[src/rtl/ddrsg_consts.svh]
// Purpose: Timing constants for the DDR4 low-power and calibration guard.
// Assumes: Controller clock of 200 MHz (5 ns period).
// Notes: Times in ps are converted to cycles in the guard module.
`ifndef DDRSG_CONSTS_SVH
`define DDRSG_CONSTS_SVH
`define DDRSG_CLK_PS 5000
`define DDRSG_ZQINIT_NCK 1024
`define DDRSG_ZQOPER_NCK 512
`define DDRSG_ZQCS_NCK 128
`define DDRSG_CPDED_NCK 4
`define DDRSG_XPR_NCK 5
`define DDRSG_CKSRE_NCK 5
`define DDRSG_CKSRE_PS 10000
`define DDRSG_CKSRX_NCK 5
`define DDRSG_CKSRX_PS 10000
`define DDRSG_CKE_NCK 3
`define DDRSG_CKE_PS 5000
`define DDRSG_RFC_EXTRA_PS 10000
`define DDRSG_CKESR_EXTRA_NCK 1
`define DDRSG_CNT_W 16
`endif

[src/rtl/ddrsg_pkg.sv]
// Purpose: Types shared by the guard and its counter.
// Assumes: Nothing beyond the constants header.
// Notes: Commands are those the guard spaces.
package ddrsg_pkg;
  typedef enum logic [3:0] {
    DDRSG_CMD_NOP = 4'h0,
    DDRSG_CMD_ZQCL = 4'h1,
    DDRSG_CMD_ZQCS = 4'h2,
    DDRSG_CMD_MPSM_ENTER = 4'h3,
    DDRSG_CMD_MPSM_EXIT = 4'h4,
    DDRSG_CMD_SRE = 4'h5,
    DDRSG_CMD_SRX = 4'h6,
    DDRSG_CMD_PDE = 4'h7,
    DDRSG_CMD_PDX = 4'h8,
    DDRSG_CMD_OTHER = 4'h9,
    DDRSG_CMD_MRS_FAST = 4'hA,
    DDRSG_CMD_DLL = 4'hB
  } ddrsg_cmd_type;
  typedef enum logic [2:0] {
    DDRSG_ST_RESET = 3'b000,
    DDRSG_ST_IDLE = 3'b001,
    DDRSG_ST_BUSY = 3'b010,
    DDRSG_ST_SR = 3'b011,
    DDRSG_ST_MPSM = 3'b100,
    DDRSG_ST_PD = 3'b101
  } ddrsg_state_type;
endpackage

[src/rtl/ddrsg_cnt_if.sv]
// Purpose: Load and status signals of one down counter.
// Assumes: Single clock domain.
// Notes: The guard owns load; the counter reports done.
`timescale 1ns/1ps
`include "ddrsg_consts.svh"
interface ddrsg_cnt_if;
  logic load;
  logic [`DDRSG_CNT_W-1:0] value;
  logic done;
  modport owner (output load, output value, input done);
  modport counter (input load, input value, output done);
endinterface

[src/rtl/ddrsg_down_cnt.sv]
// Purpose: Down counter that flags when a loaded wait has elapsed.
// Assumes: Load value is the number of cycles to wait.
// Notes: Done is high once the count reaches zero.
`timescale 1ns/1ps
`include "ddrsg_consts.svh"
module ddrsg_down_cnt
  import ddrsg_pkg::*;
(
  // Clock and reset.
  input wire logic mclk_i,
  input wire logic rst_n_i,
  // Counter control.
  ddrsg_cnt_if.counter cnt
);
  logic [`DDRSG_CNT_W-1:0] count;
  logic [`DDRSG_CNT_W-1:0] next_count;

  always_comb begin
    next_count = count;
    if (cnt.load) begin
      next_count = cnt.value;
    end else if (count != '0) begin
      next_count = count - 1'b1;
    end
  end

  always_ff @(posedge mclk_i) begin
    if (!rst_n_i) begin
      count <= '0;
    end else begin
      count <= next_count;
    end
  end

  assign cnt.done = (count == '0);
endmodule

[src/rtl/ddrsg_guard.sv]
// Purpose: Controller-side guard spacing DDR4 low-power and ZQ commands.
// Assumes: 200 MHz controller clock; DRAM time figures given as parameters.
// Notes: Requests are held by the user until cmd_ready_o is high.
`timescale 1ns/1ps
`include "ddrsg_consts.svh"
// Functional notes
// - After reset allow 1024 cycles of initial ZQ before any command.
// - Long ZQ calibration blocks commands for 512 cycles.
// - Short ZQ calibration blocks commands for 128 cycles.
// - No commands during tMOD plus tCPDED after power saving mode entry.
// - Keep clock valid for tMOD plus tCPDED after power saving entry.
// - Restore clock tCKSRX before leaving power saving mode.
// - After power saving exit wait tXMP plus tXSDLL for DLL commands.
// - After reset CKE high wait max(5 cycles, tRFC+10ns) before commands.
// - After self-refresh exit wait tRFC+10ns for non-DLL commands.
// - With abort in use, non-DLL commands after tRFC4+10ns.
// - ZQ and fast MRS after self-refresh exit after tRFC4+10ns.
// - Commands needing DLL wait tDLLK after self-refresh exit.
// - CKE low in self refresh at least tCKE plus one cycle.
// - With parity, CKE low extends by parity latency too.
// - Keep clock valid max(5 cycles, 10ns) after SR or PD entry.
// - Command path disable delay is at least 4 cycles.
// - CKE pulse width is max(3 cycles, 5ns).
// - Clock valid max(5 cycles, 10ns) before SR, PD or reset exit.
module ddrsg_guard
  import ddrsg_pkg::*;
#(
  parameter int TMOD_CK = 24,
  parameter int TRFC_PS = 350000,
  parameter int TRFC4_PS = 160000,
  parameter int TXMP_CK = 64,
  parameter int TDLLK_CK = 768,
  parameter int PL_CK = 4
)(
  // Clock and reset.
  input wire logic mclk_i,
  input wire logic rst_n_i,
  // Command request from the scheduler.
  input wire logic cmd_valid_i,
  input wire ddrsg_cmd_type cmd_i,
  output logic cmd_ready_o,
  // Options.
  input wire logic sr_abort_i,
  input wire logic parity_en_i,
  // DRAM control pins.
  output logic cke_o,
  output logic ck_en_o,
  output logic cmd_fire_o,
  output ddrsg_cmd_type cmd_o,
  // Status.
  output ddrsg_state_type state_o
);
  // ********************************
  // Derived cycle counts.
  // ********************************
  function automatic int ps2ck(input int ps);
    return (ps + `DDRSG_CLK_PS - 1) / `DDRSG_CLK_PS;
  endfunction
  function automatic int maxi(input int a, input int b);
    return (a > b) ? a : b;
  endfunction
  function automatic logic [`DDRSG_CNT_W-1:0] w(input int v);
    return v[`DDRSG_CNT_W-1:0];
  endfunction

  localparam int MPED_CK = TMOD_CK + `DDRSG_CPDED_NCK;
  localparam int XPR_CK = maxi(`DDRSG_XPR_NCK,
    ps2ck(TRFC_PS + `DDRSG_RFC_EXTRA_PS));
  localparam int XS_CK = ps2ck(TRFC_PS + `DDRSG_RFC_EXTRA_PS);
  localparam int XSF_CK = ps2ck(TRFC4_PS + `DDRSG_RFC_EXTRA_PS);
  localparam int CKE_CK = maxi(`DDRSG_CKE_NCK,
    ps2ck(`DDRSG_CKE_PS));
  localparam int CKESR_CK = CKE_CK + `DDRSG_CKESR_EXTRA_NCK;
  localparam int CKSRE_CK = maxi(`DDRSG_CKSRE_NCK,
    ps2ck(`DDRSG_CKSRE_PS));
  localparam int CKSRX_CK = maxi(`DDRSG_CKSRX_NCK,
    ps2ck(`DDRSG_CKSRX_PS));
  localparam int XMPDLL_CK = TXMP_CK + TDLLK_CK;

  initial begin
    if (XPR_CK + `DDRSG_ZQINIT_NCK >= (1 << `DDRSG_CNT_W) ||
        XMPDLL_CK >= (1 << `DDRSG_CNT_W) || PL_CK < 0 ||
        TMOD_CK < 1) begin
      $error("ddrsg_guard: timing parameters exceed counter width");
    end
  end

  // ********************************
  // Counters.
  // ********************************
  ddrsg_cnt_if gen_if ();
  ddrsg_cnt_if dll_if ();
  ddrsg_cnt_if fast_if ();
  ddrsg_cnt_if clk_if ();

  ddrsg_down_cnt u_gen (.mclk_i(mclk_i), .rst_n_i(rst_n_i), .cnt(gen_if));
  ddrsg_down_cnt u_dll (.mclk_i(mclk_i), .rst_n_i(rst_n_i), .cnt(dll_if));
  ddrsg_down_cnt u_fast (.mclk_i(mclk_i), .rst_n_i(rst_n_i), .cnt(fast_if));
  ddrsg_down_cnt u_clk (.mclk_i(mclk_i), .rst_n_i(rst_n_i), .cnt(clk_if));

  // ********************************
  // Command acceptance.
  // ********************************
  ddrsg_state_type state;
  ddrsg_state_type next_state;
  logic cke;
  logic next_cke;
  logic ck_en;
  logic next_ck_en;
  logic fire;
  logic next_fire;
  ddrsg_cmd_type cmd_q;
  ddrsg_cmd_type next_cmd_q;
  logic ok;
  logic take;

  // Exit commands need the clock back early, so the clock counter also
  // gates them; this trades a few cycles of latency for simplicity.
  always_comb begin
    ok = 1'b0;
    case (state)
      DDRSG_ST_IDLE: begin
        case (cmd_i)
          DDRSG_CMD_ZQCL, DDRSG_CMD_ZQCS, DDRSG_CMD_MRS_FAST: begin
            ok = gen_if.done || fast_if.done;
          end
          DDRSG_CMD_DLL: begin
            ok = gen_if.done && dll_if.done;
          end
          default: begin
            ok = gen_if.done || (sr_abort_i && fast_if.done);
          end
        endcase
      end
      DDRSG_ST_SR, DDRSG_ST_MPSM, DDRSG_ST_PD: begin
        ok = gen_if.done && clk_if.done && ck_en;
        if (state == DDRSG_ST_SR) begin
          ok = ok && (cmd_i == DDRSG_CMD_SRX);
        end else if (state == DDRSG_ST_MPSM) begin
          ok = ok && (cmd_i == DDRSG_CMD_MPSM_EXIT);
        end else begin
          ok = ok && (cmd_i == DDRSG_CMD_PDX);
        end
      end
      default: begin
        ok = 1'b0;
      end
    endcase
  end

  assign cmd_ready_o = ok;
  assign take = cmd_valid_i && ok;

  always_comb begin
    next_state = state;
    next_cke = cke;
    next_ck_en = ck_en;
    next_fire = take;
    next_cmd_q = take ? cmd_i : DDRSG_CMD_NOP;
    gen_if.load = 1'b0;
    gen_if.value = '0;
    dll_if.load = 1'b0;
    dll_if.value = '0;
    fast_if.load = 1'b0;
    fast_if.value = '0;
    clk_if.load = 1'b0;
    clk_if.value = '0;
    case (state)
      DDRSG_ST_RESET: begin
        // The clock runs a full valid span before CKE may rise.
        next_ck_en = 1'b1;
        if (!ck_en) begin
          clk_if.load = 1'b1;
          clk_if.value = w(CKSRX_CK);
        end else if (clk_if.done) begin
          next_cke = 1'b1;
          next_state = DDRSG_ST_BUSY;
          gen_if.load = 1'b1;
          gen_if.value = w(XPR_CK + `DDRSG_ZQINIT_NCK);
        end
      end
      DDRSG_ST_BUSY: begin
        if (gen_if.done) begin
          next_state = DDRSG_ST_IDLE;
        end
      end
      DDRSG_ST_IDLE: begin
        if (take) begin
          case (cmd_i)
            DDRSG_CMD_ZQCL: begin
              gen_if.load = 1'b1;
              gen_if.value = w(`DDRSG_ZQOPER_NCK);
              fast_if.load = 1'b1;
              fast_if.value = w(`DDRSG_ZQOPER_NCK);
            end
            DDRSG_CMD_ZQCS: begin
              gen_if.load = 1'b1;
              gen_if.value = w(`DDRSG_ZQCS_NCK);
              fast_if.load = 1'b1;
              fast_if.value = w(`DDRSG_ZQCS_NCK);
            end
            DDRSG_CMD_MPSM_ENTER: begin
              next_state = DDRSG_ST_MPSM;
              gen_if.load = 1'b1;
              gen_if.value = w(MPED_CK);
              clk_if.load = 1'b1;
              clk_if.value = w(MPED_CK);
            end
            DDRSG_CMD_SRE, DDRSG_CMD_PDE: begin
              next_state = (cmd_i == DDRSG_CMD_SRE) ? DDRSG_ST_SR
                                                    : DDRSG_ST_PD;
              next_cke = 1'b0;
              gen_if.load = 1'b1;
              gen_if.value = parity_en_i ? w(CKESR_CK + PL_CK)
                                         : w(CKESR_CK);
              clk_if.load = 1'b1;
              clk_if.value = parity_en_i ? w(CKSRE_CK + PL_CK)
                                         : w(CKSRE_CK);
            end
            default: begin
            end
          endcase
        end
      end
      DDRSG_ST_SR, DDRSG_ST_MPSM, DDRSG_ST_PD: begin
        if (take) begin
          next_state = DDRSG_ST_IDLE;
          next_cke = 1'b1;
          gen_if.load = 1'b1;
          gen_if.value = (state == DDRSG_ST_SR) ? w(XS_CK)
                                                : w(TXMP_CK);
          fast_if.load = 1'b1;
          fast_if.value = (state == DDRSG_ST_SR) ? w(XSF_CK)
                                                : w(TXMP_CK);
          dll_if.load = 1'b1;
          dll_if.value = (state == DDRSG_ST_SR) ? w(TDLLK_CK)
                                                : w(XMPDLL_CK);
        end else if (clk_if.done && ck_en && !cmd_valid_i) begin
          // Clock stops only when idle; a pending exit restarts it.
          next_ck_en = 1'b0;
        end else if (cmd_valid_i && !ck_en) begin
          next_ck_en = 1'b1;
          clk_if.load = 1'b1;
          clk_if.value = w(CKSRX_CK);
        end
      end
      default: begin
        next_state = DDRSG_ST_RESET;
      end
    endcase
  end

  always_ff @(posedge mclk_i) begin
    if (!rst_n_i) begin
      state <= DDRSG_ST_RESET;
      cke <= 1'b0;
      ck_en <= 1'b0;
      fire <= 1'b0;
      cmd_q <= DDRSG_CMD_NOP;
    end else begin
      state <= next_state;
      cke <= next_cke;
      ck_en <= next_ck_en;
      fire <= next_fire;
      cmd_q <= next_cmd_q;
    end
  end

  assign cke_o = cke;
  assign ck_en_o = ck_en;
  assign cmd_fire_o = fire;
  assign cmd_o = cmd_q;
  assign state_o = state;
endmodule

[config.mk]
export PLATFORM = sky130hd
export DESIGN_NAME = ddrsg_guard
export DESIGN_NICKNAME = d
export VERILOG_FILES = /design/src/rtl/ddrsg_pkg.sv /design/src/rtl/ddrsg_cnt_if.sv /design/src/rtl/ddrsg_down_cnt.sv /design/src/rtl/ddrsg_guard.sv
export VERILOG_INCLUDE_DIRS = /design/src /design/src/rtl
export SDC_FILE = /design/constraint.sdc
export NUM_CORES = 1
export LEC_CHECK = 0
export ABC_AREA = 1
export BUFFER_PORTS_ARGS = -buffer_cell sky130_fd_sc_hd__buf_2
export CAP_MARGIN = 30
export CORE_UTILIZATION = 30
export CTS_CLUSTER_DIAMETER = 80
export CTS_CLUSTER_SIZE = 25
export DETAILED_ROUTE_END_ITERATION = 10
export HOLD_SLACK_MARGIN = 0.06
export PLACE_DENSITY = 0.45
export SLEW_MARGIN = 15
export SYNTH_ARGS = -nofsm -noshare
export SYNTH_HDL_FRONTEND = slang
export SYNTH_SLANG_ARGS = --single-unit
[constraint.sdc]
create_clock -name mclk_i -period 2 [get_ports mclk_i]
set_clock_uncertainty 0.15 [all_clocks]
set_input_delay 0.1 -clock mclk_i [delete_from_list [all_inputs] [get_ports mclk_i]]
set_output_delay 0.1 -clock mclk_i [all_outputs]
set_load 0.005 [all_outputs]
==> reports/summary.txt, run 1 <==
Fin. max-slew vios -> 0
Minimum clock period -> 2.194 ns
Class of the worst hold path -> primary input to flop
H-tree depth -> 3
Reg2reg start -> u_gen.count[1]
Total Nets Final -> 929
Port bufs -> 19
GR Util met2 -> 0.3455
Core box area -> 14,590 um2
Setup ws final -> -0.1939 ns
Area contributors post-synth -> dfxtp_1 33%, nand2_1 12%, nor2_1 12%
Place WS -> -0.3767 ns
CTS tree -> done
Clk sinks -> 74
Cell area after synthesis -> 4519 um2
Setup TNS -> -7.249 ns
Maximum clock path buffer count -> 2
RSZ-0062 raised after global routing -> yes
Clock Latency Late Sink -> 0.35 ns
Final Wtd Congestion -> 0.8660
CTS Buf Count -> 9
I/O pins -> 20
Post-Syn Nets -> 709
Seq cells post-synth -> 74
First-pass GRT wire length -> 24,380 um
Distinct cells, synth -> 35
Post-DP HPWL -> 10,940 um
Fmax -> 0.4558 GHz
Final hold violation count -> 0
Met1 GRT Util -> 0.2299
Share of layout cells above drive strength 1 -> 0.4373
Vias per cell -> 4.594
Area fraction of the dominant cell type after synthesis -> 0.3278
GRT Total Usage -> 0.1946
Largest area contributor in the netlist -> dfxtp_1
GR Overflow Total -> 0
Peak VDD IR -> 0.8532 mV
Max cap viols -> 0
WS Path Type -> flop to flop
CTS root buf -> clkbuf_16
P_leak -> 3.532 nW
Sequential area share after synthesis -> 0.3278
Final WL -> 14,590 um
Mean Syn Cell Area -> 6.521 um2
Worst-path clk slew -> 0.06 ns
Crit share post-route -> 1.097
Die area -> 15,560 um2
Hold Slack -> 0.07803 ns
Drt pass-1 iters -> 5
CP endpoint kind -> flop
CP Max Fanout -> 8
Cells on worst reg2reg path -> 17
Worst path arrival time -> 2.28 ns
Crit Reg-Reg Endpoint -> u_fast.count[5]
Initial core utilization -> 0.3098
WL per Instance -> 13.24 um
GRT met3 Usage -> 0.03393
DR vias -> 5,063
Initial antenna violation count -> 0
Min-Delay Endpoint -> u_clk.count[3]
Core Rows -> 44
Status -> finished, violations left
Die H -> 124.7 um
Die Width -> 124.7 um
Synthesized instance count -> 693
CP Launch Type -> flop
Slew at the pin closest to its max-slew limit -> 0.5332 ns
Flop-to-flop setup slack -> -0.19 ns
Pin count of the biggest net entering global routing -> 18
Slew headroom -> 0.6441
Antenna Nets Post-Route -> 0
DRC viols -> 0
Req. time, crit path -> 2.09 ns
Hold Startpoint -> parity_en_i
GRT busiest layer -> met2
Worst hold stages -> 6
Violated checks -> negative setup slack
Area grow syn2layout -> 63.07%
Power Density -> 1980 nW/um2
Setup violators final -> 66
Ys Warns -> 0
Iter 0 DRT Violations -> 182
Vias in the first global route -> 5,221
## critical path, stage by stage (launching register included)
cell and delay [ns]:
dfxtp_2 0.32, inv_2 0.07, ha_4 0.15, nand2_4 0.07, nor2_4 0.15, nand2_2 0.09
nor2_4 0.10, nand2_1 0.06, nand2_1 0.08, nand2_2 0.08, nand2_4 0.12, nand2_8 0.10
a21oi_4 0.26, inv_2 0.07, nand2_1 0.06, nand2_1 0.05, nand3_1 0.06, inv_1 0.05
## sequential cells by signal, summed over array words and instances (netlist names)
signal / cells
ck_en_o: 1
cke_o: 1
cmd_fire_o: 1
cmd_o: 4
state_o: 3
u_clk.count: 16
u_dll.count: 16
u_fast.count: 16
u_gen.count: 16
## placed cells by master (no fill, tap or decap), types with 12 or more instances in the layout
cell type,netlist,routed
nor2_4,1,22
nand2_4,3,12
xor2_1,32,30
nand2_2,8,23
a21oi_2,4,13
inv_2,9,16
o21ai_0,14,12
nand4_1,15,15
buf_4,0,175
dfxtp_1,74,63
xnor2_1,14,14
buf_2,1,18
nor2_2,15,29
nand2_1,147,121
inv_1,82,71
nand3_1,47,36
nor2_1,139,104
## Yosys cell counts
cell,n
o211ai_1,5
nand2_4,3
o21ai_0,14
dfxtp_1,74
a21oi_2,4
a311oi_1,1
buf_2,1
nor3_1,15
nand3_1,47
clkbuf_1,4
nor2_2,15
nor4_1,13
nand3_2,5
nor2_1,139
ha_1,7
a21oi_1,21
nand2_2,8
nand3b_2,1
nand2_1,147
a211oi_1,2
nand3b_1,2
inv_2,9
inv_1,82
xnor2_1,14
nor2_4,1
nand4_1,15
a31oi_1,1
nor3b_1,1
o21ai_1,2
a211oi_2,1
and2_1,1
or2_2,4
xor2_1,32
o22ai_1,1
a21oi_4,1
## timing repair
| action | 4_1_cts | 5_1_grt |
|---|---|---|
| pin swaps | 32 | 47 |
| gates cloned | 1 | 1 |
| resized for setup | 84 | 108 |
| hold buffers | 6 | 0 |
| endpoints found under the hold margin | 17 | 0 |
| setup buffers | 13 | 9 |
| endpoints found under the setup margin | 74 | 74 |
## through the flow
step                std cells    util  instance area [um2]  total power, W
floorplan                 693       -                 4558        0.007336
global placement         1056  0.4191                 6115         0.01098
detailed placement       1056  0.4191                 6115         0.01102
CTS                      1091  0.4719                 6884         0.01353
global route             1101  0.5050                 7367         0.01596
finish                   1102  0.5051                 7370         0.01459
## layer usage
metal / part of all wire / wire length, um / vias to the layer above
li1: - / - / 2642
met3: 0.027 / 388 / 25
met2: 0.51 / 7398 / 61
met1: 0.44 / 6481 / 2335
met5: 0 / 0 / -
met4: 0.022 / 321 / 0
## power breakdown
group          total [W]  switching, W  internal, W
Combinational     0.0106       0.00547      0.00512
Sequential       0.00252      0.000433      0.00209
Clock            0.00148      0.000652     0.000828
## kinds of logic (layout without fill, tap and decap cells)
group / after synthesis / in the layout / synth area share
buffers and inverters: 96 / 319 / 0.08001
and+or+nand+nor: 417 / 418 / 0.4122
adders and majority gates: 7 / 7 / 0.01938
other: 0 / 1 / 0
DFF: 74 / 74 / 0.3278
xor gates and xnor gates: 46 / 46 / 0.08915
AOI/OAI and AO/OA: 53 / 53 / 0.07143
## final cells by class
cell class | count | area [um2]
Fill cell | 1457 | 7219
Multi-Input combinational cell | 524 | 3374
Timing Repair Buffer | 212 | 1628
Sequential cell | 74 | 1495
Inverter | 91 | 366.6
Tap cell | 184 | 230.2
Clock buffer | 10 | 229.0
Clock inverter | 5 | 32.53
Timing Repair inverter | 1 | 11.26
Antenna cell | 1 | 2.502
## how the worst max path moves through the flow
| stage | start | end | slack, ns | depth (start not counted) |
|---|---|---|---|---|
| 4_1_cts | u_gen.count[1] | u_fast.count[5] | -0.19 | 17 |
| 3_5_place_dp | u_gen.count[0] | u_fast.count[15] | -0.38 | 13 |
| 6_report | u_gen.count[1] | u_fast.count[5] | -0.19 | 17 |
| 5_1_grt | u_fast.count[1] | u_fast.count[5] | -0.33 | 16 |
| 3_3_place_gp | u_gen.count[0] | u_fast.count[15] | -0.39 | 13 |
| 2_1_floorplan | u_fast.count[0] | state_o[0] | 0.006 | 15 |
(Power assumes the default switching activity.)
==> run 2: changes to the inputs <==
Settings changed: ABC_CLOCK_PERIOD_IN_PS set to 2000, CORE_UTILIZATION 30 to 51, PLACE_DENSITY 0.45 to 0.7.
==> run 2 against run 1 <==
Net effect:
- the run still ends with negative setup slack left
- final cell count down 9.8%
- sequential power about the same
- via count up 5.6%
- fmax down 1.8%
- clock-buffer cell count unchanged
==> reports/summary.txt, run 2 (synthesized netlist as in run 1, its figures left out) <==
Status -> finished, violations left
Violated checks -> negative setup slack
Internal -> 0.007417 W (-7.7%)
WL per Instance -> 15.18 um (+15%)
Most common cell after layout, fill and taps aside -> buf_4
Final Util -> 0.8164 (+0.3112)
Initial core utilization -> 0.5392 (+0.2294)
Die Width -> 96.14 um (-23%)
Non-Filler Instances -> 994 (-9.8%)
CTS tree -> done
Placed Instances -> 955 (-9.6%)
Drt pass-1 iters -> 6 (+1)
Worst path arrival time -> 2.33 ns (+0.05 ns)
Post-route design area -> 6843 um2 (-7.1%)
CTS root buf -> clkbuf_8
Area after DPL -> 5851 um2 (-4.3%)
Die area -> 9242 um2 (-41%)
DR vias -> 5,349 (+5.6%)
Final WL -> 15,090 um (+3.4%)
Setup ws final -> -0.2351 ns (-0.04123 ns)
Core box area -> 8382 um2 (-43%)
CP Launch Type -> flop
Clk sinks -> 74 (unchanged)
H-tree depth -> 3 (unchanged)
Setup TNS -> -9.468 ns (-2.219 ns)
Flop pwr share -> 0.183 (+0.010)
Slew at the pin closest to its max-slew limit -> 0.7285 ns (+0.1953 ns)
RSZ-0062 raised after global routing -> yes
Pin count of the biggest net entering global routing -> 19 (+1)
CP Max Fanout -> 4 (-4)
Sw Share -> 0.4629 (+0.01346)
Vias per cell -> 5.381 (+17%)
CTS Buf Count -> 9 (unchanged)
Port bufs -> 19 (unchanged)
Fin. max-slew vios -> 0 (unchanged)
Core Rows -> 33 (-25%)
Diode count -> 0 (-1)
Comb power frac -> 0.708 (-0.018)
GR Overflow Total -> 0 (unchanged)
Post-DP HPWL -> 9899 um (-9.5%)
Setup violators final -> 68 (+3.0%)
Final hold violation count -> 0 (unchanged)
Initial antenna violation count -> 0 (unchanged)
Total Nets Final -> 900 (-3.1%)
WS Path Type -> flop to flop
Net switching power -> 0.006393 W (-2.5%)
Tot Pwr -> 0.01381 W (-5.4%)
Filler Cells Inserted -> 563 (-61%)
Area grow syn2layout -> 51.41%
GRT Total Usage -> 0.3307 (+0.1361)
Crit share post-route -> 1.118 (+0.02061)
CP endpoint kind -> flop
Die H -> 96.14 um (-23%)
Class of the worst hold path -> primary input to flop
Minimum clock period -> 2.235 ns (+0.04123 ns)
Fmax -> 0.4474 GHz (-1.8%)
Most frequent cells in the layout -> 150 x buf_4, 130 x nand2_1, 108 x nor2_1
Iter 0 DRT Violations -> 296 (+63%)
Power Density -> 2018 nW/um2 (+1.9%)
Antenna Nets Post-Route -> 0 (unchanged)
First-pass GRT wire length -> 23,620 um (-3.1%)
Worst-path clk slew -> 0.09 ns (+0.03 ns)
Slew headroom -> 0.5138 (-0.1303)
Final Wtd Congestion -> 0.9256 (+6.9%)
Clock Latency Late Sink -> 0.37 ns (+0.02 ns)
Peak VDD IR -> 1.205 mV (+41%)
Share of layout cells above drive strength 1 -> 0.3948 (-0.04247)
Max cap viols -> 0 (unchanged)
Clock power frac -> 0.109 (+0.008)
Maximum clock path buffer count -> 2 (unchanged)
I/O pins -> 20 (unchanged)
Req. time, crit path -> 2.09 ns (about the same)
P_leak -> 3.372 nW (-4.5%)
DRC viols -> 0 (unchanged)
Vias in the first global route -> 5,271 (+0.96%)
-- run 2: cell types whose count changed in the layout (fill, tap and decap cells not counted), moves of 4 or more --
| cell | change |
|---|---|
| buf_4 | -25 |
| clkbuf_8 | +10 |
| clkbuf_16 | -9 |
| nand2_1 | +9 |
| nor2_4 | -7 |
| a21oi_2 | -6 |
| nand2_2 | -6 |
| nor4_2 | +5 |
| nor4_4 | -5 |
| a21oi_1 | +4 |
| nor2_1 | +4 |
-- run 2: power groups by stage --
stage	sequential, W	clock (W)	combinational, W
detailed placement	0.00246	0	0.00807
CTS	0.00245	0.00149	0.00892
global route	0.00259	0.00157	0.0107
global placement	0.00244	0	0.00788
finish	0.00252	0.00151	0.00978
floorplan	0.00252	0	0.00482
-- run 2: layer usage --
layer,track usage,routed length (um),part of all wire,up-vias
met3,0.08057,741,0.049,68
met4,0.1667,680,0.045,0
li1,-,-,-,2592
met5,0,0,0,-
met2,0.5981,7741,0.51,174
met1,0.3556,5924,0.39,2515
-- run 2: final timing paths --
check / startpoint / end / slack (ns) / cells past startpoint
max: u_gen.count[1] / u_dll.count[7] / -0.24 / 14
min: cmd_i[3] / state_o[2] / 0.08 / 5
max reg2reg: u_gen.count[1] / u_dll.count[7] / -0.24 / 14
min reg2reg: cke_o / cke_o / 0.32 / 2
-- run 2: through the flow --
step | worst slack (ns) | hold slack [ns]
final | -0.2351 | 0.07835
after global routing | -0.3566 | 0.08955
after CTS | -0.1673 | 0.06050
after detailed placement | -0.3163 | 0.2640
after global placement | -0.2642 | 0.2390
after floorplan | 0.006329 | 0.08458
-- run 2: cell type report --
cell class,instances,area [um2],share of cell area
Timing Repair inverter,1,6.256,0.0009142
Timing Repair Buffer,183,1386,0.2026
Tap cell,105,131.4,0.01920
Clock inverter,6,112.6,0.01646
Inverter,91,356.6,0.05211
Sequential cell,74,1496,0.2187
Clock buffer,10,137.6,0.02011
Multi-Input combinational cell,524,3216,0.4699
-- run 2: critical path, stage by stage (launching register included) --
cell	delay, ns
dfxtp_2	0.33
inv_2	0.07
ha_4	0.15
nand2_4	0.07
nor2_4	0.13
nand2_2	0.08
nor2_4	0.10
nand2_1	0.07
nand2_1	0.09
nand2_2	0.08
nand2_4	0.13
nand3_4	0.16
nand2_8	0.15
inv_4	0.07
nor4_2	0.27
-- run 2: repair_timing --
| item | 4_1_cts | 5_1_grt |
|---|---|---|
| buffers inserted | 8 | 7 |
| pin swaps | 27 | 30 |
| cloned | 2 | 0 |
| resized for setup | 85 | 65 |
| hold endpoints to repair | 6 | 0 |
| hold buffers | 6 | 0 |
| endpoints found under the setup margin | 73 | 74 |
==> run 3: changes to the inputs <==
Settings changed: ABC_AREA 1 to unset, ABC_CLOCK_PERIOD_IN_PS 2000 to 2300, CORE_UTILIZATION 51 to 35, PLACE_DENSITY 0.7 to 0.49.
Clock period 2 ns to 2.3 ns, I/O delays scaled along.
==> run 3 against run 2 <==
Net effect:
- the run still ends with negative setup slack left
- core utilization down 25 points
- sequential share of layout area up 2.0 points
- fmax down 16%
- synthesized cell count down 27%
- via count down 21%
- setup slack worse by 0.12 ns
- final cell count down 17%
- highest routed layer unchanged
==> reports/summary.txt, run 3 <==
Post-route design area -> 6218 um2 (-9.1%)
GRT met3 Usage -> 0.05425 (-0.02632)
Minimum clock period -> 2.651 ns (+0.4157 ns)
Antenna Nets Post-Route -> 0 (unchanged)
P_leak -> 2.632 nW (-22%)
Diode count -> 0 (unchanged)
Die H -> 108.5 um (+13%)
First-pass GRT wire length -> 19,570 um (-17%)
DR vias -> 4,231 (-21%)
Non-Filler Instances -> 827 (-17%)
Distinct cells, synth -> 60 (+71%)
CTS Buf Count -> 9 (unchanged)
Class of the worst hold path -> primary input to flop
Die area -> 11,770 um2 (+27%)
CP endpoint kind -> flop
Flip-flop and latch area -> 1483 um2 (-0.92%)
Hold Startpoint -> cmd_valid_i
Peak VDD IR -> 0.8325 mV (-31%)
Final Wtd Congestion -> 0.8657 (-6.5%)
Filler Cells Inserted -> 1,011 (+80%)
Maximum clock path buffer count -> 2 (unchanged)
Vias per cell -> 5.116 (-4.9%)
Max cap viols -> 0 (unchanged)
Setup violators final -> 74 (+8.8%)
Cell area after synthesis -> 3970 um2 (-12%)
Place WS -> -0.4126 ns (-0.09630 ns)
Core box area -> 10,940 um2 (+30%)
Vias in the first global route -> 4,102 (-22%)
Seq cells post-synth -> 74 (unchanged)
DRC viols -> 0 (unchanged)
Final WL -> 12,030 um (-20%)
Pin count of the biggest net entering global routing -> 23 (+4)
Status -> finished, violations left
GR Util met2 -> 0.3499 (-0.2482)
Area after DPL -> 5424 um2 (-7.3%)
Die Width -> 108.5 um (+13%)
Initial antenna violation count -> 0 (unchanged)
Power Density -> 1454 nW/um2 (-28%)
Share of layout cells above drive strength 1 -> 0.3828 (-0.01200)
Worst-path clk slew -> 0.06 ns (-0.03 ns)
Most common cell after layout, fill and taps aside -> buf_4
Area grow syn2layout -> 56.63%
Slew at the pin closest to its max-slew limit -> 0.8797 ns (+0.1511 ns)
Slew headroom -> 0.4082 (-0.1056)
CTS root buf -> clkbuf_16
Worst Setup SP -> u_fast.count[10]
Fin. max-slew vios -> 0 (unchanged)
Fmax -> 0.3772 GHz (-16%)
Initial core utilization -> 0.3630 (-0.1761)
Setup TNS -> -19.92 ns (-10.46 ns)
Area contributors post-synth -> dfxtp_1 37%, nor2_1 7.4%, xnor2_1 4.6%
Ys flop type -> dfxtp_1
Reg2reg start -> u_fast.count[10]
Sequential area share after synthesis -> 0.3731 (+0.04535)
CTS tree -> done
RSZ-0062 raised after global routing -> yes
Synthesized instance count -> 503 (-27%)
Post-DP HPWL -> 8488 um (-14%)
GRT Total Usage -> 0.2178 (-0.1129)
Ys Warns -> 0 (unchanged)
Mean Syn Cell Area -> 7.893 um2 (+21%)
Drt pass-1 iters -> 4 (-2)
WL per Instance -> 14.55 um (-4.2%)
Core Rows -> 38 (+15%)
Most frequent cell after synthesis -> nor2_1
Violated checks -> negative setup slack
Most frequent cells in the layout -> 141 x buf_4, 73 x dfxtp_1, 71 x nor2_1
Worst path arrival time -> 2.72 ns (+0.39 ns)
Total Nets Final -> 699 (-22%)
Clk sinks -> 74 (unchanged)
WS Path Type -> flop to flop
Crit share post-route -> 1.153 (+0.03497)
Top cells by count, synth -> 78 x nor2_1, 74 x dfxtp_1, 46 x nand2_1
GRT busiest layer -> met2
GR Overflow Total -> 0 (unchanged)
Setup ws final -> -0.3508 ns (-0.1157 ns)
Req. time, crit path -> 2.37 ns (+0.28 ns)
Area fraction of the dominant cell type after synthesis -> 0.3731 (+0.04535)
Met1 GRT Util -> 0.2825 (-0.07314)
Placed Instances -> 793 (-17%)
Port bufs -> 19 (unchanged)
H-tree depth -> 3 (unchanged)
CP Launch Type -> flop
Post-Syn Nets -> 519 (-27%)
Post-synth ARST share -> 0 (unchanged)
Final hold violation count -> 0 (unchanged)
CP Max Fanout -> 7 (+3)
Clock Latency Late Sink -> 0.35 ns (-0.02 ns)
Iter 0 DRT Violations -> 190 (-36%)
I/O pins -> 20 (unchanged)
Multi-input logic area -> 2684 um2 (-17%)
Largest area contributor in the netlist -> dfxtp_1
EDFF count, synth -> 0 (unchanged)
run 3: changes by cell type after synthesis, sizes merged, moves of 10 or more:
cell and change:
nand3 -44, inv -71, nor2b +12, nand2 -112, and3 +11, o21ai +13, xor2 -15, nor2 -77
nor3 +10
run 3: logic make-up (layout without fill, tap and decap cells):
family | after synthesis | after routing | share of synthesized area
xor gates and xnor gates | 38 | 38 | 0.08383
buffers and inverters | 37 | 221 | 0.03593
adders and majority gates | 7 | 7 | 0.02206
DFF | 74 | 74 | 0.3731
and+or+nand+nor | 237 | 237 | 0.3010
AOI/OAI and AO/OA | 110 | 110 | 0.1841
run 3: timing repair:
action                                  4_1_cts  5_1_grt
hold buffers                                  6        0
gates resized for setup                      49       30
hold endpoints to repair                      9        0
endpoints found under the setup margin       74       74
buffers inserted                             10        3
pin swaps                                    18       15
cloned                                        3        1
run 3: critical path, stage by stage (launching register included):
cell and delay, ns:
dfxtp_2 0.32, or4_4 0.52, or3_4 0.37, a2111o_1 0.37
and3_4 0.24, buf_6 0.12, o21ai_4 0.21, buf_12 0.17
o31ai_4 0.05
run 3: layer usage:
| layer | part of all wire | routed length (um) |
|---|---|---|
| met2 | 0.48 | 5743 |
| met4 | 0.011 | 135 |
| met5 | 0 | 0 |
| met3 | 0.031 | 367 |
| met1 | 0.48 | 5784 |
run 3: path summary, 6_finish.rpt:
path / cells past startpoint / end / slack, ns
max reg2reg: 8 / u_fast.count[7] / -0.35
max: 8 / u_fast.count[7] / -0.35
min reg2reg: 2 / u_fast.count[15] / 0.34
min: 3 / cmd_fire_o / 0.15
run 3: power by group:
group | leakage, nW | internal [W] | switching [W] | total (W)
Combinational | 1.88 | 0.00288 | 0.00277 | 0.00564
Sequential | 0.607 | 0.00174 | 0.000280 | 0.00202
Clock | 0.147 | 0.000838 | 0.000542 | 0.00138
run 3: cell type report:
| cell class | instances | area share |
|---|---|---|
| Tap cell | 140 | 0.02817 |
| Multi-Input combinational cell | 392 | 0.4316 |
| Clock inverter | 2 | 0.001610 |
| Clock buffer | 13 | 0.04507 |
| Sequential cell | 74 | 0.2384 |
| Inverter | 21 | 0.01268 |
| Timing Repair Buffer | 185 | 0.2425 |
run 3: through the flow:
stage	util	power [W]	hold WS, ns
after global placement	0.4960	0.007122	0.2816
after CTS	0.5568	0.008871	0.1330
after floorplan	-	0.005064	0.1067
after global routing	0.5687	0.009799	0.1708
after detailed placement	0.4960	0.007212	0.2940
final	0.5687	0.009043	0.1539
